==> src/design/cdwr_pkg.sv <==
// Constants shared by the countdown watchdog design.
// Assumes a 200 MHz core clock and an 8-bit register port.
package cdwr_pkg;

    localparam int          CDWR_ADDR_W         = 8;
    localparam int          CDWR_DATA_W         = 8;
    localparam int          CDWR_CNT_W          = 7;

    // Register map
    localparam logic [7:0]  CDWR_CTRL_OFS       = 8'h08;
    localparam logic [7:0]  CDWR_CTRL_RST       = 8'h7f;
    localparam int          CDWR_ACT_BIT        = 7;
    localparam int          CDWR_TOP_BIT        = 6;

    // Decrement period in machine cycles
    localparam int          CDWR_PRESCALE       = 49152;
    localparam int          CDWR_PRE_W          = 16;

    // Reset pulse length
    localparam int          CDWR_PULSE_NS       = 500;
    localparam int          CDWR_CLK_PERIOD_NS  = 5;
    localparam int          CDWR_PULSE_CYC      = CDWR_PULSE_NS / CDWR_CLK_PERIOD_NS;
    localparam int          CDWR_PULSE_W        = 8;

endpackage

==> src/design/cdwr_pulse_gen.sv <==
// Fixed-length active-low pulse generator.
// Assumes trigger is a one-cycle strobe on the same clock.
`timescale 1ns/1ps
module cdwr_pulse_gen #(
    parameter int LEN = 100,
    parameter int W   = 8
) (
    input  wire logic clk_i,     // Clock
    input  wire logic rst_n_i,   // Synchronised reset, active low
    input  wire logic trig_i,    // Start a pulse
    output logic      pulse_n_o  // Registered pulse, active low
);

    logic [W-1:0] cnt_r;
    logic [W-1:0] cnt_nxt;
    logic         pulse_n_r;
    logic         pulse_n_nxt;

    always_comb begin
        cnt_nxt     = cnt_r;
        pulse_n_nxt = 1'b1;
        if (trig_i) begin
            cnt_nxt     = W'(LEN - 1);
            pulse_n_nxt = 1'b0;
        end else if (cnt_r != '0) begin
            cnt_nxt     = cnt_r - 1'b1;
            pulse_n_nxt = 1'b0;
        end
    end

    always_ff @(posedge clk_i or negedge rst_n_i) begin
        if (!rst_n_i) begin
            cnt_r     <= '0;
            pulse_n_r <= 1'b1;
        end else begin
            cnt_r     <= cnt_nxt;
            pulse_n_r <= pulse_n_nxt;
        end
    end

    assign pulse_n_o = pulse_n_r;

endmodule

==> src/design/cdwr_watchdog.sv <==
// Countdown watchdog that pulls the device reset low on expiry.
// Assumes a simple register port with single-cycle strobes; one clock.
// The reset output is not fed back here; the device reset tree must do it.
// PRESCALE may be shortened for simulation; its default is the real period.
//
// Decided for this implementation: strobed register access.
`timescale 1ns/1ps

////////////////////////////////////////////////////////////////////////////////
// Operation
// - Decrement countdown every 49152 cycles
// - Timeout programmable in 64 steps
// - Active and 40h to 3Fh: reset pulse
// - Disabled after reset; writes cannot disable
// - Write activating with top clear: reset
// - Activate bit set by software only
// - Bits 6:0 hold readable writable countdown
// - Control resets to 7Fh
module cdwr_watchdog
    import cdwr_pkg::*;
#(
    parameter int PRESCALE = cdwr_pkg::CDWR_PRESCALE
) (
    input  wire logic                            core_clk_i,  // 200 MHz clock
    input  wire logic                            reset_n_i,   // Async reset, active low
    input  wire logic [cdwr_pkg::CDWR_ADDR_W-1:0] addr_i,      // Register address
    input  wire logic [cdwr_pkg::CDWR_DATA_W-1:0] wdata_i,     // Write data
    input  wire logic                            wr_i,        // Write strobe
    input  wire logic                            rd_i,        // Read strobe
    output logic      [cdwr_pkg::CDWR_DATA_W-1:0] rdata_o,     // Read data, next cycle
    output logic                                 wdg_rst_n_o  // Reset request, active low
);
    import cdwr_pkg::*;

    ////////////////////////////////////////////////////////////////////////////
    // Reset release
    logic rst_meta_r;
    logic rst_meta_nxt;
    logic rst_n_r;
    logic rst_n_nxt;

    // Only the second stage is read; the first may settle late on release
    always_comb begin
        rst_meta_nxt = 1'b1;
        rst_n_nxt    = rst_meta_r;
    end

    always_ff @(posedge core_clk_i or negedge reset_n_i) begin
        if (!reset_n_i) begin
            rst_meta_r <= 1'b0;
            rst_n_r    <= 1'b0;
        end else begin
            rst_meta_r <= rst_meta_nxt;
            rst_n_r    <= rst_n_nxt;
        end
    end

    ////////////////////////////////////////////////////////////////////////////
    // Register decode; fields of a control write
    logic                  ctrl_wr;
    logic                  wr_act;
    logic                  wr_top;
    logic [CDWR_CNT_W-1:0] wr_cnt;

    assign ctrl_wr = wr_i && (addr_i == CDWR_CTRL_OFS);
    assign wr_act  = wdata_i[CDWR_ACT_BIT];
    assign wr_top  = wdata_i[CDWR_TOP_BIT];
    assign wr_cnt  = wdata_i[CDWR_CNT_W-1:0];

    ////////////////////////////////////////////////////////////////////////////
    // Prescaler; one tick closes each decrement period
    // PRESCALE must fit the prescaler width
    logic [CDWR_PRE_W-1:0] pre_r;
    logic [CDWR_PRE_W-1:0] pre_nxt;
    logic                  tick;

    assign tick = (pre_r == CDWR_PRE_W'(PRESCALE - 1));

    always_comb begin
        pre_nxt = pre_r + 1'b1;
        if (ctrl_wr || tick) begin
            // Restart on a write so a refresh always buys whole steps
            pre_nxt = '0;
        end
    end

    always_ff @(posedge core_clk_i or negedge rst_n_r) begin
        if (!rst_n_r) begin
            pre_r <= '0;
        end else begin
            pre_r <= pre_nxt;
        end
    end

    ////////////////////////////////////////////////////////////////////////////
    // Activation state; only a reset leaves the on state
    typedef enum logic [1:0] {
        CDWR_ACT_OFF = 2'b01,
        CDWR_ACT_ON  = 2'b10
    } cdwr_act_state_e;

    cdwr_act_state_e act_st_r;
    cdwr_act_state_e act_st_nxt;
    logic            act_on;
    logic            act_on_nxt;

    always_comb begin
        act_st_nxt = act_st_r;
        case (act_st_r)
            CDWR_ACT_OFF: begin
                if (ctrl_wr && wr_act) begin
                    act_st_nxt = CDWR_ACT_ON;
                end
            end
            CDWR_ACT_ON: begin
                // A zero written to the activation bit is ignored
                act_st_nxt = CDWR_ACT_ON;
            end
            default: begin
                // A corrupt code stays armed rather than silently disarm
                act_st_nxt = CDWR_ACT_ON;
            end
        endcase
    end

    always_ff @(posedge core_clk_i or negedge rst_n_r) begin
        if (!rst_n_r) begin
            // Start state follows the reset value of the activation bit
            act_st_r <= CDWR_CTRL_RST[CDWR_ACT_BIT] ? CDWR_ACT_ON
                                                    : CDWR_ACT_OFF;
        end else begin
            act_st_r <= act_st_nxt;
        end
    end

    assign act_on     = (act_st_r == CDWR_ACT_ON);
    assign act_on_nxt = (act_st_nxt == CDWR_ACT_ON);

    ////////////////////////////////////////////////////////////////////////////
    // Countdown; a write wins over a tick in the same cycle
    logic [CDWR_CNT_W-1:0] cnt_r;
    logic [CDWR_CNT_W-1:0] cnt_nxt;

    always_comb begin
        cnt_nxt = cnt_r;
        if (ctrl_wr) begin
            cnt_nxt = wr_cnt;
        end else if (tick) begin
            // Wraps from 00h to 7Fh while disabled
            cnt_nxt = cnt_r - 1'b1;
        end
    end

    always_ff @(posedge core_clk_i or negedge rst_n_r) begin
        if (!rst_n_r) begin
            cnt_r <= CDWR_CTRL_RST[CDWR_CNT_W-1:0];
        end else begin
            cnt_r <= cnt_nxt;
        end
    end

    ////////////////////////////////////////////////////////////////////////////
    // Reset triggers
    logic expire;
    logic soft_fire;
    logic fire;

    // Expiry on the 40h to 3Fh roll only; a refresh that cycle saves it
    assign expire    = act_on && tick && !ctrl_wr && (cnt_r == 7'h40);

    // Activated with the top bit clear, also when already active
    assign soft_fire = ctrl_wr && act_on_nxt && !wr_top;
    assign fire      = expire || soft_fire;

    ////////////////////////////////////////////////////////////////////////////
    // Reset pulse; the only effect on the rest of the device
    // A new trigger during a pulse restarts its length
    cdwr_pulse_gen #(
        .LEN (CDWR_PULSE_CYC),
        .W   (CDWR_PULSE_W)
    ) u_pulse (
        .clk_i     (core_clk_i),
        .rst_n_i   (rst_n_r),
        .trig_i    (fire),
        .pulse_n_o (wdg_rst_n_o)
    );

    ////////////////////////////////////////////////////////////////////////////
    // Read port; unmapped addresses read zero
    logic [CDWR_DATA_W-1:0] rdata_r;
    logic [CDWR_DATA_W-1:0] rdata_nxt;

    always_comb begin
        rdata_nxt = '0;
        if (rd_i) begin
            case (addr_i)
                CDWR_CTRL_OFS: begin
                    rdata_nxt = {act_on, cnt_r};
                end
                default: begin
                    rdata_nxt = '0;
                end
            endcase
        end
    end

    always_ff @(posedge core_clk_i or negedge rst_n_r) begin
        if (!rst_n_r) begin
            rdata_r <= '0;
        end else begin
            rdata_r <= rdata_nxt;
        end
    end

    assign rdata_o = rdata_r;

endmodule

==> config.mk <==
export PLATFORM = sky130hd
export DESIGN_NAME = cdwr_watchdog
export DESIGN_NICKNAME = d
export VERILOG_FILES = /design/src/design/cdwr_pkg.sv /design/src/design/cdwr_pulse_gen.sv /design/src/design/cdwr_watchdog.sv
export SDC_FILE = /design/constraint.sdc
export NUM_CORES = 1
export LEC_CHECK = 0
export BUFFER_PORTS_ARGS = -buffer_cell sky130_fd_sc_hd__buf_2
export CORE_ASPECT_RATIO = 0.6
export CORE_UTILIZATION = 45
export CTS_BUF_LIST = sky130_fd_sc_hd__clkbuf_4
export DETAILED_ROUTE_END_ITERATION = 12
export HOLD_SLACK_MARGIN = 0.12
export PLACE_DENSITY = 0.68
export SLEW_MARGIN = 25
export SYNTH_ARGS = -nofsm -noshare
export SYNTH_HDL_FRONTEND = slang
export SYNTH_SLANG_ARGS = --single-unit
export TNS_END_PERCENT = 10
==> constraint.sdc <==
create_clock -name core_clk_i -period 1.4 [get_ports core_clk_i]
set_input_delay 0.42 -clock core_clk_i [delete_from_list [all_inputs] [get_ports core_clk_i]]
set_output_delay 0.42 -clock core_clk_i [all_outputs]
set_load 0.03 [all_outputs]
# --- Yosys cells after proc, flatten, opt, wreduce, memory -nomap -nowiden ---
# Index checks and enable logic that the tools add are counted.
totals:
  regBits: 44
  latchBits: 0
  mem_bits_rw: 0
  rom_bits: 0
  mem_count: 0
classes:
  add_sub_neg: 3
  mul: 0
  div: 0
  order_cmp: 0
  n_eq_ne: 6
  shift: 0
  muxes: 11
  bitwise_logic: 0
  n_reduce_logical: 14
op_table:
  columns: ["op", "count"]
  rows:
  - ["$mux 8", 4]
  - ["$add 16x1->16 const B", 1]
  - ["$eq 16x16->1 const B", 1]
  - ["$mux 16", 1]
  - ["$mux 7", 2]
  - ["$eq 8x4->1 const B", 1]
  - ["$reduce_bool 8->1", 1]
  - ["$sub 8x1->8 const B", 1]
  - ["$eq 7x7->1 const B", 1]
  - ["$logic_and 1x1->1", 7]
  - ["$sub 7x1->7 const B", 1]
  - ["$eq 2x2->1 const B", 2]
  - ["$mux 2", 2]
  - ["$reduce_bool 2->1", 2]
  - ["$eq 2x1->1 const B", 1]
  - ["$logic_not 1->1", 2]
  - ["$logic_or 1x1->1", 2]
  - ["$mux 1", 2]

# --- Longest topological paths before layout ---
# Gate-level depths: netlist of the first run.
logic_depth:
  depth_word: 10
  mapped_depth: 7

# --- By module ---
# From an unflattened synthesis of the first run, not the netlist that was laid out.
unflattened:
  cells_unflattened: 214
  area_unflattened_um2: 2142.1
modules_own_cells:
  columns: ["module", "n_inst", "cells_per_inst", "area_per_inst_um2", "seq_area_each_um2"]
  rows:
  - ["cdwr_watchdog", 1, 163, 1637.8, 885.8]
  - ["cdwr_pulse_gen", 1, 51, 504.2, 226.5]

# --- Least setup slack after synthesis of the first run ---
# Ideal clock, no wire load.
synth_timing:
  path_type: "register to register"
  start: "register pre_r[6]"
  end: "register u_pulse.cnt_r[2]"
  setup_time_ps: 120
  arrival_time_ps: 1603
  setup_slack_ps: -323
  path_stages_with_launch: 7
  period_less_slack_ps: 1723
  cell_sequence: "dfrtp_1 -> and4_1 -> buf_6 -> nand4_4 -> or4_4 -> buf_6 -> and3_1"
synth_via:
  elab_chain_len: 6
synth_rtl:
  columns: ["element", "line", "text"]
  rows:
  - ["from (decl)", "cdwr_watchdog.sv:73", "logic [CDWR_PRE_W-1:0] pre_r;"]
  - ["from (signal assigned)", "cdwr_watchdog.sv:91", "pre_r <= pre_nxt;"]
  - ["$eq 16x16->1 (*)", "cdwr_watchdog.sv:77", "assign tick = (pre_r == CDWR_PRE_W'(PRESCALE - 1));"]
  - ["$logic_and 1x1->1 (*) (3 in series)", "cdwr_watchdog.sv:169", "assign expire = act_on && tick && !ctrl_wr && (cnt_r == 7'h40);"]
  - ["$logic_or 1x1->1 (*)", "cdwr_watchdog.sv:173", "assign fire = expire || soft_fire;"]
  - ["$mux 8 or $reduce_bool 2->1 (tied branches)", null, null]
  - ["to (signal assigned)", "cdwr_pulse_gen.sv:36", "cnt_r <= cnt_nxt;"]
  - ["to (decl)", "cdwr_pulse_gen.sv:14", "logic [W-1:0] cnt_r;"]
# Mark *: on every way between the ends. The rest lies on a longest branch, timed or not.
# A chain may end at the register's enable or synchronous reset.

# --- Worst setup path in the final report of the first run ---
layout_timing:
  start: "register cnt_r[1]"
  end: "register u_pulse.pulse_n_r (netlist: u_pulse.pulse_n_o)"
layout_via:
  elab_chain_len: 4
layout_rtl:
  columns: ["element", "line", "text"]
  rows:
  - ["from (decl)", "cdwr_watchdog.sv:141", "logic [CDWR_CNT_W-1:0] cnt_r;"]
  - ["from (signal assigned)", "cdwr_watchdog.sv:156", "cnt_r <= CDWR_CTRL_RST[CDWR_CNT_W-1:0];"]
  - ["from (signal assigned)", "cdwr_watchdog.sv:158", "cnt_r <= cnt_nxt;"]
  - ["$eq 7x7->1", "cdwr_watchdog.sv:169", null]
  - ["$logic_and 1x1->1", "cdwr_watchdog.sv:169", null]
  - ["$logic_or 1x1->1", "cdwr_watchdog.sv:173", null]
  - ["$mux 1", "cdwr_pulse_gen.sv:22", "if (trig_i) begin"]
  - ["named net u_pulse.pulse_n_nxt", "cdwr_pulse_gen.sv:17", "logic pulse_n_nxt;"]
  - ["to (signal assigned)", "cdwr_pulse_gen.sv:37", "pulse_n_r <= pulse_n_nxt;"]
  - ["to (decl)", "cdwr_pulse_gen.sv:16", "logic pulse_n_r;"]
# The timed path passes the listed nets, and every way through them passes these cells.

==> results of run 1 <==
worst max-delay path, cell delays in order (launching register included):
cell and delay, ns:
dfstp_2 0.40, inv_2 0.07, ha_4 0.13, nor3b_2 0.14
nand4_1 0.22, or4_4 0.64, and3b_1 0.21
cells by family after synthesis:
logic type | count (synthesis) | synth area share [%]
buffers and inverters | 18 | 4.335
adder cells (fa/ha/maj) | 3 | 1.712
flip-flops | 44 | 50.71
AO/OA/AOI/OAI | 25 | 6.903
multiplexers | 3 | 1.540
other | 1 | 0.1710
XOR/XNOR | 15 | 5.989
AND/OR/NAND/NOR | 105 | 28.64
stage by stage:
step                      util (%)  total power [mW]  std cells
after floorplan                  -             2.474        214
after global placement       59.65             3.028        346
after detailed placement     59.65             3.059        346
after CTS                    62.65             3.791        355
after global routing         65.13             4.081        362
final                        65.13             3.828        362
flip-flops by register name (all words and copies together), names as in the netlist:
register / flops
act_st_r: 2
cnt_r: 7
pre_r: 16
rdata_o: 8
rst_meta_r: 1
rst_n_r: 1
u_pulse.cnt_r: 8
u_pulse.pulse_n_o: 1
where the power goes:
| part | internal, mW | leakage (nW) | switching (mW) |
|---|---|---|---|
| logic | 0.822 | 0.848 | 0.660 |
| registers | 1.52 | 0.527 | 0.166 |
| clock network | 0.198 | 0.0274 | 0.465 |
| total | 2.54 | 1.40 | 1.29 |
final cells by class:
class | count | area, um2 | area share [%]
Clock buffer | 5 | 37.54 | 1.243
Clock inverter | 3 | 23.77 | 0.7874
Inverter | 8 | 30.03 | 0.9946
Multi-Input combinational cell | 153 | 1109 | 36.72
Sequential cell | 44 | 1114 | 36.88
Tap cell | 63 | 78.83 | 2.611
Timing Repair Buffer | 86 | 626.9 | 20.76
routing by layer:
layer / vias to the layer above / global-route usage, % / wire (um)
li1: 929 / - / -
met1: 898 / 31.69 / 2622
met2: 45 / 28.46 / 2167
met3: 5 / 4.372 / 237
met4: 0 / 5.134 / 43
met5: - / 0 / 0
layout by cell type, fill, tap and decap left out, types with 6 or more instances in the layout:
cell type	count
inv_1	6
buf_4	49
xor2_1	11
dfrtp_1	34
nand2_1	12
buf_2	27
dfstp_2	9
and2_1	8
buf_6	7
nor2_1	20
nand4_1	6
nand3_1	13
a31oi_1	7
worst paths after layout:
| path | endpoint | slack, ns | cells past startpoint |
|---|---|---|---|
| hold reg to reg | u_pulse.cnt_r[6]$_DFFE_PN0P_ | 0.22 | 1 |
| setup reg to reg | u_pulse.pulse_n_o$_DFF_PN1_ | -0.47 | 6 |
| hold / removal | u_pulse.cnt_r[6]$_DFFE_PN0P_ | 0.22 | 1 |
| setup / recovery | u_pulse.pulse_n_o$_DFF_PN1_ | -0.47 | 6 |
| min in group core_clk_i | cnt_r[0]$_DFFE_PN1N_ | 0.22 | 3 |
| max in group asynchronous | cnt_r[6]$_DFFE_PN1N_ | 0.90 | 1 |
what timing repair did:
| item | CTS | global route |
|---|---|---|
| gates cloned | 0 | 1 |
| pin swaps | 13 | 11 |
| setup buffers | 0 | 6 |
| gates resized for setup | 24 | 16 |
| endpoints found under the hold margin | 2 | 0 |
| hold buffers | 1 | 0 |
| endpoints found under the setup margin | 33 | 33 |
==> reports/metrics.csv, run 1 <==
metric,value,unit
global-route wire length before repair,8204,um
Post-Syn Area,0.002193,mm2
Num CTS Buffers,5,
vias in the first global route,1750,
synth unique cells,47,
Crit Path Category,reg -> reg,
initial DRC count,81,
final WL,5070,um
RD Place Congestion,0.7743,
CTS tree,yes,
"CTS clk-pin slew, worst paths",0.15,ns
fillcell total,401,
Syn Inst Count,214,
Area Overhead vs Synth,37.65,%
"antenna viol nets, final",0,
outcome,"complete, but fails checks",
post-route clock period utilization,133.6,%
dpl cell area,0.002765,mm2
sequential area share after synthesis,50.71,%
RSZ-0062 raised after global routing,yes,
IO Port Bufs,28,
dominant cells by area after synthesis,"dfrtp_1 40%, dfstp_2 11%, xor2_1 4.4%",
grt total ovfl,0,
root buffer cell,clkbuf_4,
max-cap viol count,0,
"count leader, synth",dfrtp_1,
ratio of cells with drive above 1 in the final layout,46.49,%
Worst Path Max Fanout,5,
fin. max-slew vios,0,
Die Area,0.005167,mm2
Detailed Place HPWL,3435,um
synthesized net count,237,
Post-Place Worst Slack,-0.4933,ns
Final Cell Area,0.003019,mm2
# clock sinks,44,
yosys warns,0,
1st-pass router iterations,4,
"area leader, netlist",dfrtp_1,
die height,56.08,um
"EDFF count, synth",0,
clock latency on the worst-skew pair,0.38,ns
worst path arrival time,2.19,ns
wire length per cell,14.01,um
I/O Pins,29,
"Avg Cell Area, Syn",10.25,um2
FMAX,534.7,MHz
Critical Path Start,cnt_r[1]$_DFFE_PN1N_,
ys flop type,dfrtp_1,
number of vias per cell,5.185,
failing checks,negative setup slack,
largest net degree at the start of global routing,43,
register bit count reported by yosys,44,
most frequent cells after synthesis,"35 x dfrtp_1, 21 x nor2_1, 14 x nand2_1, 14 x nand3_1, 11 x xor2_1",
Post-synth ARST share,100.0,%
Core Box Area,0.004636,mm2
gr usage total,20.35,%
Worst Setup End Kind,flip-flop,
reg2reg start,cnt_r[1]$_DFFE_PN1N_,
setup ws final,-0.4703,ns
Initial Util,47.31,%
PwrDens,1268,mW/mm2
Final Hold Slack,0.2240,ns
accumulated negative setup slack,-5.964,ns
cell leakage power,1.403,nW
CP required,1.72,ns
# setup viols final,33,
top cell type's share of synthesized area,39.93,%
die width,92.13,um
clk_skew,0.01179,ns
Period minus WS final,1.870,ns
peak supply drop,0.9689,mV
via count,1877,
H-tree Lvls,2,
crit start category,flip-flop,
Antenna Cells,0,
CTS max path bufs,2,
nets,321,
Fin. Hold Viols,0,
Hold Path Class,reg -> async,
DR DRC count,0,
row cnt,19,
initial antenna violation count,0,
(Power assumes the default switching activity.)
==> run 2: changes to the inputs <==
--- a/config.mk
+++ b/config.mk
@@ -5,6 +5,7 @@
 export SDC_FILE = /design/constraint.sdc
 export NUM_CORES = 1
 export LEC_CHECK = 0
+export ABC_AREA = 1
 export BUFFER_PORTS_ARGS = -buffer_cell sky130_fd_sc_hd__buf_2
 export CORE_ASPECT_RATIO = 0.6
 export CORE_UTILIZATION = 45
@@ -12,6 +13,7 @@
 export DETAILED_ROUTE_END_ITERATION = 12
 export HOLD_SLACK_MARGIN = 0.12
 export PLACE_DENSITY = 0.68
+export REMOVE_ABC_BUFFERS = 1
 export SLEW_MARGIN = 25
 export SYNTH_ARGS = -nofsm -noshare
 export SYNTH_HDL_FRONTEND = slang
==> reports/metrics.csv, run 2 <==
metric,value,unit
CTS max path bufs,2,
"count leader, synth",nor2_1,
Post-Route Utilization,63.83,%
"Critical Path, Cell by Cell",ha_2 -> nand2_2 -> nor2_4 -> nand2_2 -> buf_4 -> buf_4 -> buf_4 -> xor2_1 -> nor2_1,
Area Overhead vs Synth,34.30,%
clk_skew,0.01063,ns
sequential area share after synthesis,50.48,%
Seq pwr share,43.5,%
R2R Path End,pre_r[8]$_DFF_PN0_,
Detailed Place HPWL,3649,um
root buffer cell,clkbuf_4,
metal3 WL,262,um
1st-pass router iterations,4,
Fin. Hold Viols,0,
# setup viols final,16,
Critical Path Start,pre_r[0]$_DFF_PN0_,
Hold Path Class,reg -> async,
die width,92.34,um
row cnt,19,
grt total ovfl,0,
R2R setup slack,-0.08,ns
Post-Syn Area,0.002203,mm2
"area leader, netlist",dfrtp_1,
"commonest non-fill, non-tap cell in the layout",nor2_1,
worst path arrival time,1.77,ns
initial DRC count,117,
Clk pwr share,21.3,%
CTS tree,yes,
Initial Util,47.53,%
fillcell total,393,
dominant cells by area after synthesis,"dfrtp_1 40%, dfstp_2 11%, nor2_1 11%",
DR top layer,met4,
number of vias per cell,4.740,
"Avg Cell Area, Syn",8.252,um2
vias in the first global route,1839,
CP required,1.69,ns
die height,56.20,um
global-route wire length before repair,8335,um
largest net degree at the start of global routing,18,
peak supply drop,0.7961,mV
met2 wire length,1988,um
metal1 wirelength,2485,um
outcome,"complete, but fails checks",
R2R depth,9,
dpl cell area,0.002729,mm2
reg2reg start,pre_r[0]$_DFF_PN0_,
Comb pwr share,35.1,%
nets,371,
most frequent cells in the layout,"57 x nor2_1, 47 x nand2_1, 45 x buf_4, 34 x dfrtp_1, 28 x inv_1",
Core Box Area,0.004636,mm2
max-cap viol count,0,
crit start category,flip-flop,
FMAX,675.3,MHz
Crit Path Category,reg -> reg,
Syn Inst Count,267,
most frequent cells after synthesis,"62 x nor2_1, 49 x nand2_1, 35 x dfrtp_1, 30 x inv_1, 21 x nand3_1",
H-tree Lvls,2,
IO Port Bufs,28,
post-route clock period utilization,105.8,%
PwrDens,1309,mW/mm2
top cell type's share of synthesized area,39.75,%
"antenna viol nets, final",0,
Slowest cell on crit path,dfrtp_1,
Worst Setup End Kind,flip-flop,
I/O Pins,29,
Final Cell Area,0.002959,mm2
Reg with most FFs,pre_r,
Post-Place Worst Slack,-0.1743,ns
# clock sinks,44,
cell leakage power,1.491,nW
gr usage total,20.83,%
max reg flops,16,
Pint,2.563,mW
ys flop type,dfrtp_1,
Die Area,0.005189,mm2
RSZ-0062 raised after global routing,yes,
"EDFF count, synth",0,
Worst Path Max Fanout,2,
cell mode on critical path,buf_4,
Worst path max stage delay,0.38,ns
clock latency on the worst-skew pair,0.35,ns
final total power,3.872,mW
synth unique cells,26,
Period minus WS final,1.481,ns
yosys warns,0,
fin. max-slew vios,0,
register bit count reported by yosys,44,
Num CTS Buffers,5,
sw power,1.309,mW
via count,1953,
"CTS clk-pin slew, worst paths",0.14,ns
DR DRC count,0,
Antenna Cells,0,
ratio of cells with drive above 1 in the final layout,33.81,%
setup ws final,-0.08078,ns
initial antenna violation count,0,
final WL,4750,um
Net Sw Frac,33.80,%
RD Place Congestion,0.8477,
failing checks,negative setup slack,
wire length per cell,11.53,um
Post-synth ARST share,100.0,%
[run 2: cell count changes after synthesis, moves of 6 or more]
cell,change
nand3_1,+7
inv_1,+22
nor2_1,+41
a31oi_1,-7
nand2_1,+35
and3_1,-6
or4_1,-7
and2_1,-8
[run 2: cell families (layout without fill, tap and decap cells)]
| logic type | after synthesis | count (layout) | share of synthesized area (%) |
|---|---|---|---|
| AND/OR/NAND/NOR | 152 | 152 | 30.49 |
| flip-flops | 44 | 44 | 50.48 |
| buffers and inverters | 33 | 115 | 6.474 |
| AO/OA/AOI/OAI | 19 | 19 | 4.713 |
| XOR/XNOR | 15 | 15 | 5.962 |
| adder cells (fa/ha/maj) | 3 | 3 | 1.704 |
| other | 1 | 1 | 0.1702 |
[run 2: stage by stage]
| step | setup TNS [ns] | hold WS [ns] | cells |
|---|---|---|---|
| 6_report | -0.5794 | 0.2049 | 412 |
| 5_1_grt | -4.314 | 0.2476 | 412 |
| 4_1_cts | -0.5419 | 0.2180 | 411 |
| 3_5_place_dp | -3.435 | 0.2042 | 398 |
| 3_3_place_gp | -1.844 | 0.2054 | 398 |
| 2_1_floorplan | -1.964 | 0.1244 | 264 |
[run 2: repair_timing]
action / 4_1_cts / 5_1_grt
resized for setup: 20 / 8
endpoints found under the hold margin: 2 / 0
hold buffers: 1 / 0
pin swaps: 11 / 4
buffers inserted: 4 / 1
setup endpoints to repair: 33 / 33
[run 2: final cells by class]
class	count	area [um2]	area share (%)
flip-flops and latches	44	1114	37.63
multi-input cells	190	1033	34.93
repair buffers	77	536.8	18.14
inverters	30	112.6	3.805
well taps	63	78.83	2.664
clock inverters	3	46.29	1.564
clock buffers	5	37.54	1.268
[run 2: worst max-delay path by stage]
| stage | endpoint | depth (start not counted) |
|---|---|---|
| global placement | u_pulse.pulse_n_o$_DFF_PN1_ | 7 |
| finish | pre_r[8]$_DFF_PN0_ | 9 |
| detailed placement | pre_r[6]$_DFF_PN0_ | 9 |
| global route | u_pulse.cnt_r[4]$_DFFE_PN0P_ | 8 |
| CTS | u_pulse.cnt_r[4]$_DFFE_PN0P_ | 8 |
| floorplan | cnt_r[1]$_DFFE_PN1N_ | 9 |
[run 2: critical path, delay by kind of cell (launching register included)]
| family | cells | cell delay (ns) |
|---|---|---|
| xor gates and xnor gates | 1 | 0.13 |
| adders and majority gates | 1 | 0.19 |
| buffers and inverters | 3 | 0.38 |
| DFF | 1 | 0.38 |
| and+or+nand+nor | 4 | 0.33 |
[run 2: per-layer routing]
layer  GRT usage (%)  vias to the layer above
met3           4.918                        2
met5               0                        -
li1                -                     1011
met4           3.348                        0
met2           30.16                       45
met1           32.04                      895
[run 2: power by group through the flow]
stage	Clock [mW]	Combinational (mW)	Sequential, mW
floorplan	0	0.736	1.70
global placement	0	1.17	1.70
detailed placement	0	1.21	1.70
CTS	0.842	1.33	1.68
global route	0.897	1.52	1.72
finish	0.826	1.36	1.69
